<file path="src/aes_pkg.sv">
// Constants, field layouts and carrier types of the analog enable sequencer.
// Assumes a single 100 MHz system clock and a word-indexed register port.
package aes_pkg;
   localparam int CLK_PERIOD_NS = 10;
   localparam int BANDGAP_SETTLE_NS = 2000;
   localparam int MULT_SETTLE_NS = 6000;
   localparam int THERMAL_SETTLE_NS = 2000;
   localparam int AOUT_MIN_PERIOD_NS = 1000;
   localparam int BANDGAP_SETTLE_CYC = (BANDGAP_SETTLE_NS + CLK_PERIOD_NS - 1) / CLK_PERIOD_NS;
   localparam int MULT_SETTLE_CYC = (MULT_SETTLE_NS + CLK_PERIOD_NS - 1) / CLK_PERIOD_NS;
   localparam int THERMAL_SETTLE_CYC = (THERMAL_SETTLE_NS + CLK_PERIOD_NS - 1) / CLK_PERIOD_NS;
   localparam int AOUT_GAP_CYC = (AOUT_MIN_PERIOD_NS + CLK_PERIOD_NS - 1) / CLK_PERIOD_NS;

   // Converter timing in converter clock ticks
   localparam logic [4:0] MIN_SAMPLE_CYC = 5'h05;
   localparam logic [4:0] SAMPLE_EXTRA_CYC = 5'h02;
   localparam logic [4:0] CONVERT_CYC = 5'h0c;

   // Register indices
   localparam logic [7:0] ADDR_POWER = 8'h00;
   localparam logic [7:0] ADDR_STATUS = 8'h01;
   localparam logic [7:0] ADDR_CLOCK = 8'h02;
   localparam logic [7:0] ADDR_CONV = 8'h03;
   localparam logic [7:0] ADDR_CMD = 8'h04;
   localparam logic [7:0] ADDR_TRIM = 8'h05;
   localparam logic [7:0] ADDR_AMP = 8'h06;
   localparam logic [7:0] ADDR_COMP = 8'h07;
   localparam logic [7:0] ADDR_AOUT = 8'h08;
   localparam logic [3:0] PAGE_CHAN = 4'h1;
   localparam logic [3:0] PAGE_RESULT = 4'h2;

   // Power register bits
   localparam int PWR_FAST_OSC_PD = 0;
   localparam int PWR_BANDGAP_PD = 1;
   localparam int PWR_MULT_ON = 2;
   localparam int PWR_CONV_ON = 3;
   localparam int PWR_AMP_ON = 4;
   localparam int PWR_COMP0_ON = 5;
   localparam int PWR_COMP1_ON = 6;
   localparam int PWR_THERMAL_ON = 7;
   localparam int PWR_AOUT_ON = 8;
   localparam logic [8:0] POWER_RESET = 9'h000;

   // Status register bits
   localparam int ST_BANDGAP_READY = 0;
   localparam int ST_MULT_READY = 1;
   localparam int ST_CONV_BUSY = 2;
   localparam int ST_THERMAL_READY = 3;
   localparam int ST_SCAN_DONE = 4;

   // Clock register fields
   localparam int CLK_RATIO_LSB = 0;
   localparam int CLK_DIV_LSB = 4;
   localparam logic [3:0] MULT_RATIO_MAX = 4'hc;
   localparam logic [3:0] MULT_RATIO_RESET = 4'hc;
   localparam logic [3:0] CONV_DIV_RESET = 4'h2;

   // Converter register fields
   localparam int CONV_MODE_LSB = 0;
   localparam int CONV_LAST_LSB = 2;
   localparam int CONV_WINDOW_LSB = 6;
   localparam int CONV_GAIN = 10;
   localparam int CONV_TMASK_LSB = 11;
   localparam int CONV_PRESET_LSB = 15;
   localparam logic [3:0] WINDOW_RESET = 4'h3;
   localparam logic [7:0] PRESET_RESET = 8'h01;

   // Command bits
   localparam int CMD_SW_TRIGGER = 0;
   localparam int CMD_STOP = 1;

   localparam logic [4:0] TRIM_RESET = 5'h10;
   localparam int AMP_ROUTE_LSB = 2;
   localparam int COMP1_LSB = 7;
   localparam int AOUT_ROUTE = 8;

   typedef enum logic [1:0] {
      MODE_SINGLE_ONE,
      MODE_CONTINUOUS_ONE,
      MODE_SINGLE_SCAN,
      MODE_CONTINUOUS_SCAN
   } aes_mode_type;

   typedef struct packed {
      logic core_regulator_on;
      logic slow_osc_on;
      logic fast_osc_power_down;
      logic bandgap_power_down;
      logic multiplier_power_on;
      logic converter_on;
      logic amp_power_on;
      logic [1:0] comparator_power_on;
      logic thermal_sensor_power_on;
      logic analog_out_power_on;
   } aes_power_type;

   typedef struct packed {
      logic [3:0] multiplier_ratio;
      logic [3:0] converter_clk_div;
   } aes_clock_type;

   typedef struct packed {
      logic comparator_fast_select;
      logic comparator_hysteresis_select;
      logic [2:0] comparator_pos_source;
      logic [1:0] comparator_neg_source;
   } aes_comp_type;
endpackage

</file>
<file path="src/aes_conv.sv">
// Converter timing engine: sampling phase then fixed conversion phase.
// Assumes tick is a one-cycle converter clock pulse from the same clock.
module aes_conv (
   input wire logic sys_clk,
   input wire logic srst,
   input wire logic tick,
   input wire logic start,
   input wire logic abort,
   input wire logic [4:0] sample_cycles,
   output logic busy,
   output logic sampling,
   output logic done
);
   import aes_pkg::*;

   typedef enum logic [1:0] {CONV_IDLE, CONV_SAMPLE, CONV_CONVERT} aes_conv_state_type;
   typedef struct packed {
      aes_conv_state_type state;
      logic [4:0] count;
      logic [4:0] sample_len;
      logic done;
   } aes_conv_reg_type;

   aes_conv_reg_type st_reg;
   aes_conv_reg_type st_next;

   always_comb begin
      st_next = st_reg;
      st_next.done = 1'b0;
      unique case (st_reg.state)
         CONV_IDLE: begin
            if (start) begin
               st_next.state = CONV_SAMPLE;
               st_next.count = 5'h00;
               // Never fewer than the minimum sampling span (RULE12)
               st_next.sample_len = (sample_cycles < MIN_SAMPLE_CYC) ? MIN_SAMPLE_CYC : sample_cycles;
            end
         end
         CONV_SAMPLE: begin
            if (tick) begin
               if (st_reg.count == st_reg.sample_len - 5'h01) begin
                  st_next.state = CONV_CONVERT;
                  st_next.count = 5'h00;
               end else begin
                  st_next.count = st_reg.count + 5'h01;
               end
            end
         end
         CONV_CONVERT: begin
            if (tick) begin
               if (st_reg.count == CONVERT_CYC - 5'h01) begin // RULE12
                  st_next.state = CONV_IDLE;
                  st_next.done = 1'b1;
               end else begin
                  st_next.count = st_reg.count + 5'h01;
               end
            end
         end
      endcase
      if (abort) begin
         st_next.state = CONV_IDLE;
         st_next.done = 1'b0;
      end
      if (srst) begin
         st_next.state = CONV_IDLE;
         st_next.count = 5'h00;
         st_next.sample_len = MIN_SAMPLE_CYC;
         st_next.done = 1'b0;
      end
   end

   always_ff @(posedge sys_clk) begin
      st_reg <= st_next;
   end

   assign busy = (st_reg.state != CONV_IDLE);
   assign sampling = (st_reg.state == CONV_SAMPLE);
   assign done = st_reg.done;
endmodule // aes_conv

</file>
<file path="src/aes_sequencer.sv">
// Analog enable sequencer: power enables, settling status, converter control.
// Assumes a register master on sys_clk; pin inputs are asynchronous.
//
// Notes on behaviour
// (RULE1) Digital reset while core supply is low
// (RULE2) Core regulator always on, trim only
// (RULE3) Slow oscillator runs, cannot be stopped
// (RULE4) Fast oscillator runs unless power-down set
// (RULE5) Software enables reference before fast oscillator
// (RULE6) Multiplier off at reset, software enables
// (RULE7) Software waits 6us before using multiplier
// (RULE8) Multiplied clock at most 48MHz
// (RULE9) Reference on at reset, settles 2us
// (RULE10) Software enables reference before analog users
// (RULE11) Converter off; software prepares clocks first
// (RULE12) Conversion: 5 sample plus 12 convert cycles
// (RULE13) Software programs sample window at least 3
// (RULE14) Four single/continuous channel and scan modes
// (RULE15) Sixteen per-channel scan register sets
// (RULE16) Start by software or counted timer triggers
// (RULE17) Gain select: unity or two-thirds
// (RULE18) Amplifiers off at reset, enable bit
// (RULE19) Comparator 3-bit positive, 2-bit negative source
// (RULE20) Comparators off at reset, per-unit enables
// (RULE21) Thermal sensor off, settles 2us
// (RULE22) Output converter off, updates at most 1MHz
module aes_sequencer (
   input wire logic sys_clk,
   input wire logic srst,
   input wire logic [7:0] reg_addr,
   input wire logic [31:0] reg_wdata,
   input wire logic reg_write,
   input wire logic reg_read,
   output logic [31:0] reg_rdata,
   input wire logic core_supply_low,
   input wire logic [3:0] timer_trigger,
   input wire logic [11:0] converter_data,
   output logic digital_reset,
   output aes_pkg::aes_power_type power,
   output aes_pkg::aes_clock_type clocks,
   output logic [4:0] core_regulator_trim,
   output logic converter_gain_select,
   output logic [3:0] converter_channel,
   output logic converter_sampling,
   output logic [1:0] amp_feedback_ratio,
   output logic [1:0] amp_output_route,
   output aes_pkg::aes_comp_type comp0,
   output aes_pkg::aes_comp_type comp1,
   output logic [7:0] analog_out_value,
   output logic converter_output_route
);
   import aes_pkg::*;

   typedef struct packed {
      logic core_low_s1;
      logic core_low_s2;
      logic digital_reset;
      logic [3:0] trig_s1;
      logic [3:0] trig_s2;
      logic [3:0] trig_prev;
      logic [11:0] data_s1;
      logic [11:0] data_s2;
      logic [8:0] power;
      logic [4:0] trim;
      logic [3:0] mult_ratio;
      logic [3:0] conv_div;
      logic [1:0] mode;
      logic [3:0] scan_last;
      logic [3:0] window;
      logic gain;
      logic [3:0] trig_mask;
      logic [7:0] trig_preset;
      logic [7:0] trig_count;
      logic [1:0] amp_ratio;
      logic [1:0] amp_route;
      logic [13:0] comp;
      logic [7:0] aout_pending;
      logic [7:0] aout_value;
      logic aout_dirty;
      logic aout_route;
      logic [6:0] aout_gap;
      logic [9:0] bg_cnt;
      logic [9:0] mult_cnt;
      logic [9:0] therm_cnt;
      logic bg_ready;
      logic mult_ready;
      logic therm_ready;
      logic [15:0][3:0] chan;
      logic [15:0][11:0] result;
      logic [3:0] scan_idx;
      logic running;
      logic start;
      logic scan_done;
      logic [3:0] div_cnt;
      logic tick;
      logic [31:0] rdata;
   } aes_state_type;

   aes_state_type st_reg;
   aes_state_type st_next;
   logic conv_busy;
   logic conv_sampling;
   logic conv_done;
   logic [3:0] trig_edges;
   logic trig_fire;
   logic sw_trigger;
   logic stop_cmd;

   // Settling counter: ready once enabled for the given number of cycles
   function automatic logic [10:0] settle(input logic on, input logic [9:0] cnt, input logic [9:0] lim);
      logic [9:0] c;
      logic r;
      c = cnt;
      r = 1'b0;
      if (!on) begin
         c = 10'h000;
      end else if (cnt >= lim) begin
         r = 1'b1;
      end else begin
         c = cnt + 10'h001;
      end
      return {r, c};
   endfunction

   aes_conv u_conv (
      .sys_clk(sys_clk),
      .srst(srst),
      .tick(st_reg.tick),
      .start(st_reg.start),
      .abort(!st_reg.running),
      .sample_cycles({1'b0, st_reg.window} + SAMPLE_EXTRA_CYC),
      .busy(conv_busy),
      .sampling(conv_sampling),
      .done(conv_done)
   );

   assign sw_trigger = reg_write && (reg_addr == ADDR_CMD) && reg_wdata[CMD_SW_TRIGGER];
   assign stop_cmd = reg_write && (reg_addr == ADDR_CMD) && reg_wdata[CMD_STOP];
   assign trig_edges = st_reg.trig_s2 & ~st_reg.trig_prev & st_reg.trig_mask;
   assign trig_fire = (|trig_edges) && ({1'b0, st_reg.trig_count} + 9'h001 >= {1'b0, st_reg.trig_preset});

   always_comb begin
      st_next = st_reg;
      st_next.start = 1'b0;
      st_next.tick = 1'b0;
      st_next.rdata = 32'h0000_0000;
      // Pin synchronisers
      st_next.core_low_s1 = core_supply_low;
      st_next.core_low_s2 = st_reg.core_low_s1;
      st_next.digital_reset = st_reg.core_low_s2; // RULE1
      st_next.trig_s1 = timer_trigger;
      st_next.trig_s2 = st_reg.trig_s1;
      st_next.trig_prev = st_reg.trig_s2;
      st_next.data_s1 = converter_data;
      st_next.data_s2 = st_reg.data_s1;

      // Settling status for reference, multiplier and thermal sensor
      {st_next.bg_ready, st_next.bg_cnt} =
         settle(!st_reg.power[PWR_BANDGAP_PD], st_reg.bg_cnt, 10'(BANDGAP_SETTLE_CYC)); // RULE9
      {st_next.mult_ready, st_next.mult_cnt} =
         settle(st_reg.power[PWR_MULT_ON], st_reg.mult_cnt, 10'(MULT_SETTLE_CYC));
      {st_next.therm_ready, st_next.therm_cnt} =
         settle(st_reg.power[PWR_THERMAL_ON], st_reg.therm_cnt, 10'(THERMAL_SETTLE_CYC));

      // Converter clock tick from the divided system clock
      if (st_reg.div_cnt + 4'h1 >= st_reg.conv_div) begin
         st_next.div_cnt = 4'h0;
         st_next.tick = 1'b1;
      end else begin
         st_next.div_cnt = st_reg.div_cnt + 4'h1;
      end

      // Counted timer triggers
      if (|trig_edges) begin
         st_next.trig_count = trig_fire ? 8'h00 : st_reg.trig_count + 8'h01; // RULE16
      end

      // Register writes
      if (reg_write) begin
         unique case (reg_addr)
            ADDR_POWER: st_next.power = reg_wdata[8:0]; // RULE4 RULE6 RULE18 RULE20 RULE22
            ADDR_CLOCK: begin
               st_next.mult_ratio = (reg_wdata[CLK_RATIO_LSB +: 4] > MULT_RATIO_MAX) ?
                  MULT_RATIO_MAX : reg_wdata[CLK_RATIO_LSB +: 4]; // RULE8
               st_next.conv_div = reg_wdata[CLK_DIV_LSB +: 4];
            end
            ADDR_CONV: begin
               st_next.mode = reg_wdata[CONV_MODE_LSB +: 2];
               st_next.scan_last = reg_wdata[CONV_LAST_LSB +: 4];
               st_next.window = reg_wdata[CONV_WINDOW_LSB +: 4];
               st_next.gain = reg_wdata[CONV_GAIN]; // RULE17
               st_next.trig_mask = reg_wdata[CONV_TMASK_LSB +: 4];
               st_next.trig_preset = reg_wdata[CONV_PRESET_LSB +: 8];
            end
            ADDR_TRIM: st_next.trim = reg_wdata[4:0]; // RULE2
            ADDR_AMP: begin
               st_next.amp_ratio = reg_wdata[1:0];
               st_next.amp_route = reg_wdata[AMP_ROUTE_LSB +: 2];
            end
            ADDR_COMP: st_next.comp = reg_wdata[13:0]; // RULE19
            ADDR_AOUT: begin
               st_next.aout_pending = reg_wdata[7:0];
               st_next.aout_dirty = 1'b1;
               st_next.aout_route = reg_wdata[AOUT_ROUTE];
            end
            ADDR_STATUS: begin
               if (reg_wdata[ST_SCAN_DONE]) begin
                  st_next.scan_done = 1'b0;
               end
            end
            default: begin
               if (reg_addr[7:4] == PAGE_CHAN) begin
                  st_next.chan[reg_addr[3:0]] = reg_wdata[3:0]; // RULE15
               end
            end
         endcase
      end

      // Output converter update spacing
      if (st_reg.aout_gap != 7'h00) begin
         st_next.aout_gap = st_reg.aout_gap - 7'h01;
      end else if (st_reg.aout_dirty && !(reg_write && reg_addr == ADDR_AOUT)) begin
         st_next.aout_value = st_reg.aout_pending;
         st_next.aout_dirty = 1'b0;
         st_next.aout_gap = 7'(AOUT_GAP_CYC - 1); // RULE22
      end

      // Conversion sequencing
      if (conv_done) begin
         st_next.result[st_reg.scan_idx] = st_reg.data_s2;
         if ((st_reg.mode[1]) && (st_reg.scan_idx != st_reg.scan_last)) begin
            st_next.scan_idx = st_reg.scan_idx + 4'h1; // RULE14
            st_next.start = 1'b1;
         end else if (st_reg.mode == MODE_CONTINUOUS_ONE || st_reg.mode == MODE_CONTINUOUS_SCAN) begin
            st_next.scan_idx = 4'h0; // RULE14
            st_next.start = 1'b1;
         end else begin
            st_next.running = 1'b0;
         end
         st_next.scan_done = 1'b1;
      end else if (!st_reg.running && st_reg.power[PWR_CONV_ON] && (sw_trigger || trig_fire)) begin
         st_next.running = 1'b1; // RULE16
         st_next.scan_idx = 4'h0;
         st_next.start = 1'b1;
      end
      if (stop_cmd || !st_reg.power[PWR_CONV_ON]) begin
         st_next.running = 1'b0; // RULE11
         st_next.start = 1'b0;
      end

      // Register reads, answered in the next cycle
      if (reg_read) begin
         unique case (reg_addr)
            ADDR_POWER: st_next.rdata = {23'h000000, st_reg.power};
            ADDR_STATUS: st_next.rdata = {27'h0000000, st_reg.scan_done, st_reg.therm_ready,
               conv_busy, st_reg.mult_ready, st_reg.bg_ready};
            ADDR_CLOCK: st_next.rdata = {24'h000000, st_reg.conv_div, st_reg.mult_ratio};
            ADDR_CONV: st_next.rdata = {9'h000, st_reg.trig_preset, st_reg.trig_mask, st_reg.gain,
               st_reg.window, st_reg.scan_last, st_reg.mode};
            ADDR_TRIM: st_next.rdata = {27'h0000000, st_reg.trim};
            ADDR_AMP: st_next.rdata = {28'h0000000, st_reg.amp_route, st_reg.amp_ratio};
            ADDR_COMP: st_next.rdata = {18'h00000, st_reg.comp};
            ADDR_AOUT: st_next.rdata = {23'h000000, st_reg.aout_route, st_reg.aout_value};
            default: begin
               if (reg_addr[7:4] == PAGE_CHAN) begin
                  st_next.rdata = {28'h0000000, st_reg.chan[reg_addr[3:0]]};
               end else if (reg_addr[7:4] == PAGE_RESULT) begin
                  st_next.rdata = {20'h00000, st_reg.result[reg_addr[3:0]]};
               end
            end
         endcase
      end

      if (srst) begin
         st_next = '0;
         st_next.digital_reset = 1'b1;
         st_next.power = POWER_RESET; // RULE4 RULE6 RULE9 RULE18 RULE20 RULE21 RULE22
         st_next.trim = TRIM_RESET;
         st_next.mult_ratio = MULT_RATIO_RESET;
         st_next.conv_div = CONV_DIV_RESET;
         st_next.window = WINDOW_RESET;
         st_next.trig_preset = PRESET_RESET;
      end
   end

   always_ff @(posedge sys_clk) begin
      st_reg <= st_next;
   end

   assign reg_rdata = st_reg.rdata;
   assign digital_reset = st_reg.digital_reset;
   assign power.core_regulator_on = 1'b1; // RULE2
   assign power.slow_osc_on = 1'b1; // RULE3
   assign power.fast_osc_power_down = st_reg.power[PWR_FAST_OSC_PD]; // RULE4
   assign power.bandgap_power_down = st_reg.power[PWR_BANDGAP_PD]; // RULE9
   assign power.multiplier_power_on = st_reg.power[PWR_MULT_ON]; // RULE6
   assign power.converter_on = st_reg.power[PWR_CONV_ON];
   assign power.amp_power_on = st_reg.power[PWR_AMP_ON]; // RULE18
   assign power.comparator_power_on = {st_reg.power[PWR_COMP1_ON], st_reg.power[PWR_COMP0_ON]}; // RULE20
   assign power.thermal_sensor_power_on = st_reg.power[PWR_THERMAL_ON]; // RULE21
   assign power.analog_out_power_on = st_reg.power[PWR_AOUT_ON]; // RULE22
   assign clocks.multiplier_ratio = st_reg.mult_ratio;
   assign clocks.converter_clk_div = st_reg.conv_div;
   assign core_regulator_trim = st_reg.trim;
   assign converter_gain_select = st_reg.gain;
   assign converter_channel = st_reg.chan[st_reg.scan_idx];
   assign converter_sampling = conv_sampling;
   assign amp_feedback_ratio = st_reg.amp_ratio;
   assign amp_output_route = st_reg.amp_route;
   assign comp0 = st_reg.comp[6:0];
   assign comp1 = st_reg.comp[COMP1_LSB +: 7];
   assign analog_out_value = st_reg.aout_value;
   assign converter_output_route = st_reg.aout_route;
endmodule // aes_sequencer

</file>
<file path="config.mk">
export PLATFORM = sky130hd
export DESIGN_NAME = aes_sequencer
export DESIGN_NICKNAME = d
export VERILOG_FILES = /design/src/aes_pkg.sv /design/src/aes_conv.sv /design/src/aes_sequencer.sv
export SDC_FILE = /design/constraint.sdc
export NUM_CORES = 1
export LEC_CHECK = 0
export BUFFER_PORTS_ARGS = -buffer_cell sky130_fd_sc_hd__buf_2
export CAP_MARGIN = 0
export CELL_PAD_IN_SITES_DETAIL_PLACEMENT = 1
export CELL_PAD_IN_SITES_GLOBAL_PLACEMENT = 1
export CORE_MARGIN = 2
export CORE_UTILIZATION = 43
export CTS_BUF_LIST = sky130_fd_sc_hd__clkbuf_4
export DETAILED_ROUTE_END_ITERATION = 10
export MAX_ROUTING_LAYER = met4
export PLACE_DENSITY_LB_ADDON = 0.1
export SETUP_SLACK_MARGIN = 0.05
export SKIP_LAST_GASP = 1
export SLEW_MARGIN = 10
export SYNTH_ARGS = -nofsm -noshare
export SYNTH_HDL_FRONTEND = slang
export SYNTH_HIERARCHICAL = 1
export SYNTH_SLANG_ARGS = --single-unit
</file>
<file path="constraint.sdc">
create_clock -name sys_clk -period 2.7 [get_ports sys_clk]
set_input_delay 0.54 -clock sys_clk [delete_from_list [all_inputs] [get_ports sys_clk]]
set_output_delay 0.54 -clock sys_clk [all_outputs]
set_load 0.01 [all_outputs]
</file>
==> metrics.md <==
| Metric | Value |
|---|---|
| Status | `complete, but fails checks` |
| Failing checks | `setup timing` |
| GP Congestion | `0.868` |
| Net Sw Frac | `about a quarter` |
| Via/cell ratio | `5.43` |
| Combinational power share | `6.0%` |
| # setup viols final | `5` |
| Share of cells above drive strength 1 | `roughly 20%` |
| Max Buffers Root-to-Sink | `3` |
| RSZ-0062 raised after global routing | `true` |
| IO Port Bufs | `130` |
| Headroom to the max-slew limit | `44.1%` |
| Yosys warns | `6` |
| Synthesized area per cell | `about 8.6 sq um` |
| Ys async rst share | `0%` |
| Num CTS Buffers | `between 100 and 150` |
| CTS tree | `done` |
| Startpoint types | `register` |
| Design Area, Final | `0.0246 sq mm` |
| Die width | `227 um` |
| DPL Wire Length | `46300 um` |
| Worst setup path class | `register to output port` |
| Boundary Pins | `151` |
| Final Cycle Share | `123%` |
| Final Slew Violations | `0` |
| Commonest non-fill, non-tap cell in the layout | `nand2_1` |
| Multi-input gate area | `roughly 0.010 sq mm` |
| Crit-path max FO | `5` |
| P&R area growth vs syn | `15.2%` |
| Sequential Power Share | `47.5%` |
| GRT Total Usage | `about 28%` |
| Clock Latency Late Sink | `0.96 ns` |
| Routed WL per cell | `between 20 and 25 um` |
| Die footprint | `between 0.05 and 0.06 sq mm` |
| Worst-path clk slew | `0.05 ns` |
| Die Span Y | `227 um` |
| Total gr overflow | `0` |
| Fillers | `approximately 5800` |
| #FFs+latches synth | `about 470` |
| Switching pwr | `3750 uW` |
| Worst vdd ir | `278 uV` |
| Register Area | `0.00946 sq mm` |
| Initial antenna violation count | `2` |
| CP Data Arrival Time | `around 2.8 ns` |
| Clock power share | `46.5%` |
| H-tree depth | `4` |
| CTS sink cnt | `around 470` |
| Pre-antenna DRT Iters | `5` |
| Cell Rows | `slightly above 80` |
| Area of the core | `0.0490 sq mm` |
| Final number of hold-violating endpoints | `0` |
| Sequential share of the synthesized area | `44.3%` |
| Internal power | `11300 uW` |
| Setup TNS Final | `-2.42 ns` |
| Total power | `15100 uW` |
| Hold WS | `0.120 ns` |
| FMAX | `0.302 GHz` |
| Number of synthesized flops with an enable pin | `0` |
| Pre-CTS setup slack | `-0.0598 ns` |
| Pwr/cell area | `just over 600 mW/mm^2` |
| Final setup margin | `-0.608 ns` |
| Post-DP Area | `0.0222 sq mm` |
| Post-route ant nets | `0` |
| Maxcap violations | `0` |
| Vias in the first global route | `19100` |
| Most frequent cells in the layout | `632 x nand2_1, 469 x dfxtp_1, 333 x a21oi_1` |
| CP Capture Type | `output port` |
| Final WL | `just under 70000 um` |
| Max reg flops | `385` |
| WP data required | `2.16 ns` |
| Initial Util | `43.6%` |
| Synthesized area | `0.0213 sq mm` |
| Drt initial violations | `961` |
| Commonest register cell after synthesis | `dfxtp_1` |
| Post-layout min period | `between 3 and 4 ns` |
| Final clock skew | `~0.049 ns` |
| Root buffer cell | `clkbuf_4` |
| DRC errors left | `0` |
| Worst hold-check path type | `input pin to register` |
| Synthesized instance count | `between 2000 and 2500` |
| Worst Tran Pin Value | `around 0.84 ns` |
| Net count reported at finish | `2695` |
| Largest net degree at the start of global routing | `145` |
| Lkg Pwr | `approximately 0.009 uW` |
| Yosys cell types | `74` |
| First-pass GRT wire length | `106000 um` |
| Routed vias | `between 15000 and 20000` |
area by class of cell:
cell class / instances / share of cell area [%]
timing repair buffer: 250 / 7.87
clock buffer: 190 / 5.81
sequential: 472 / 38.5
inverter: 43 / 0.657
multi-input combinational: 1702 / 42.4
clock inverter: 34 / 1.33
antenna: 1 / 0.0102
tap: 664 / 3.38
power by group through the flow:
stage	Combinational, uW	Sequential (uW)	Clock (uW)
after floorplan	626	7260	0
after global placement	826	7310	0
after detailed placement	852	7320	0
after CTS	905	7160	7210
after global routing	987	7170	7620
final	902	7160	7000
cells by family after synthesis:
kind of cell,count (synthesis),share of synthesized area [%]
muxes,149,11.8
buffers and inverters,313,7.45
and+or+nand+nor,1021,21.0
adders and majority gates,31,1.82
other,2,0.0352
AOI/OAI and AO/OA,448,11.8
DFF,472,44.3
xor gates and xnor gates,42,1.72
final timing paths:
kind,to,slack (ns),cells past startpoint,startpoint
max,converter_channel[3],-0.61,4,st_reg[40]
min,st_reg[406],0.12,3,reg_wdata[1]
max reg2reg,st_reg[376],-0.05,11,st_reg[376]
min reg2reg,digital_reset,0.41,1,st_reg[466]
cells in the mapped netlist (31+ instances only):
| master | count | share of area (%) |
|---|---|---|
| buf_2 | 49 | 1.1 |
| dfxtp_1 | 472 | 44 |
| o21ai_0 | 31 | 0.73 |
| mux4_2 | 82 | 8.7 |
| clkbuf_1 | 125 | 2.2 |
| mux2i_1 | 65 | 3.0 |
| buf_4 | 86 | 3.0 |
| ha_1 | 31 | 1.8 |
| inv_1 | 42 | 0.74 |
| nand3_1 | 106 | 2.5 |
| a21oi_1 | 336 | 7.9 |
| nand2_1 | 632 | 11 |
| nor2b_1 | 56 | 1.6 |
| nor2_1 | 109 | 1.9 |
what timing repair did:
action,CTS,global route
hold buffers,40,0
gates resized for setup,9,23
gates cloned,1,1
pin swaps,6,8
endpoints found under the hold margin,71,0
setup buffers,7,4
endpoints found under the setup margin,16,16
routing by layer:
layer	wire length [um]	global-route usage, %	vias up
met3	3080	5.97	85
met1	29900	33.2	9132
met5	0	-	-
li1	-	-	8617
met4	1360	9.80	0
met2	33700	45.5	378
worst max-delay path: stages (launching register included):
cell and delay, ns:
dfxtp_4 0.43, buf_12 0.15, mux4_2 0.54, mux4_2 0.54, buf_6 0.15
per-stage QoR:
stage	std cells	utilization, %
floorplan	2487	-
global placement	3078	45.3
detailed placement	3078	45.3
CTS	3350	49.9
global route	3356	50.2
finish	3356	50.2
No activity file was read; power rests on OpenSTA's default activity.
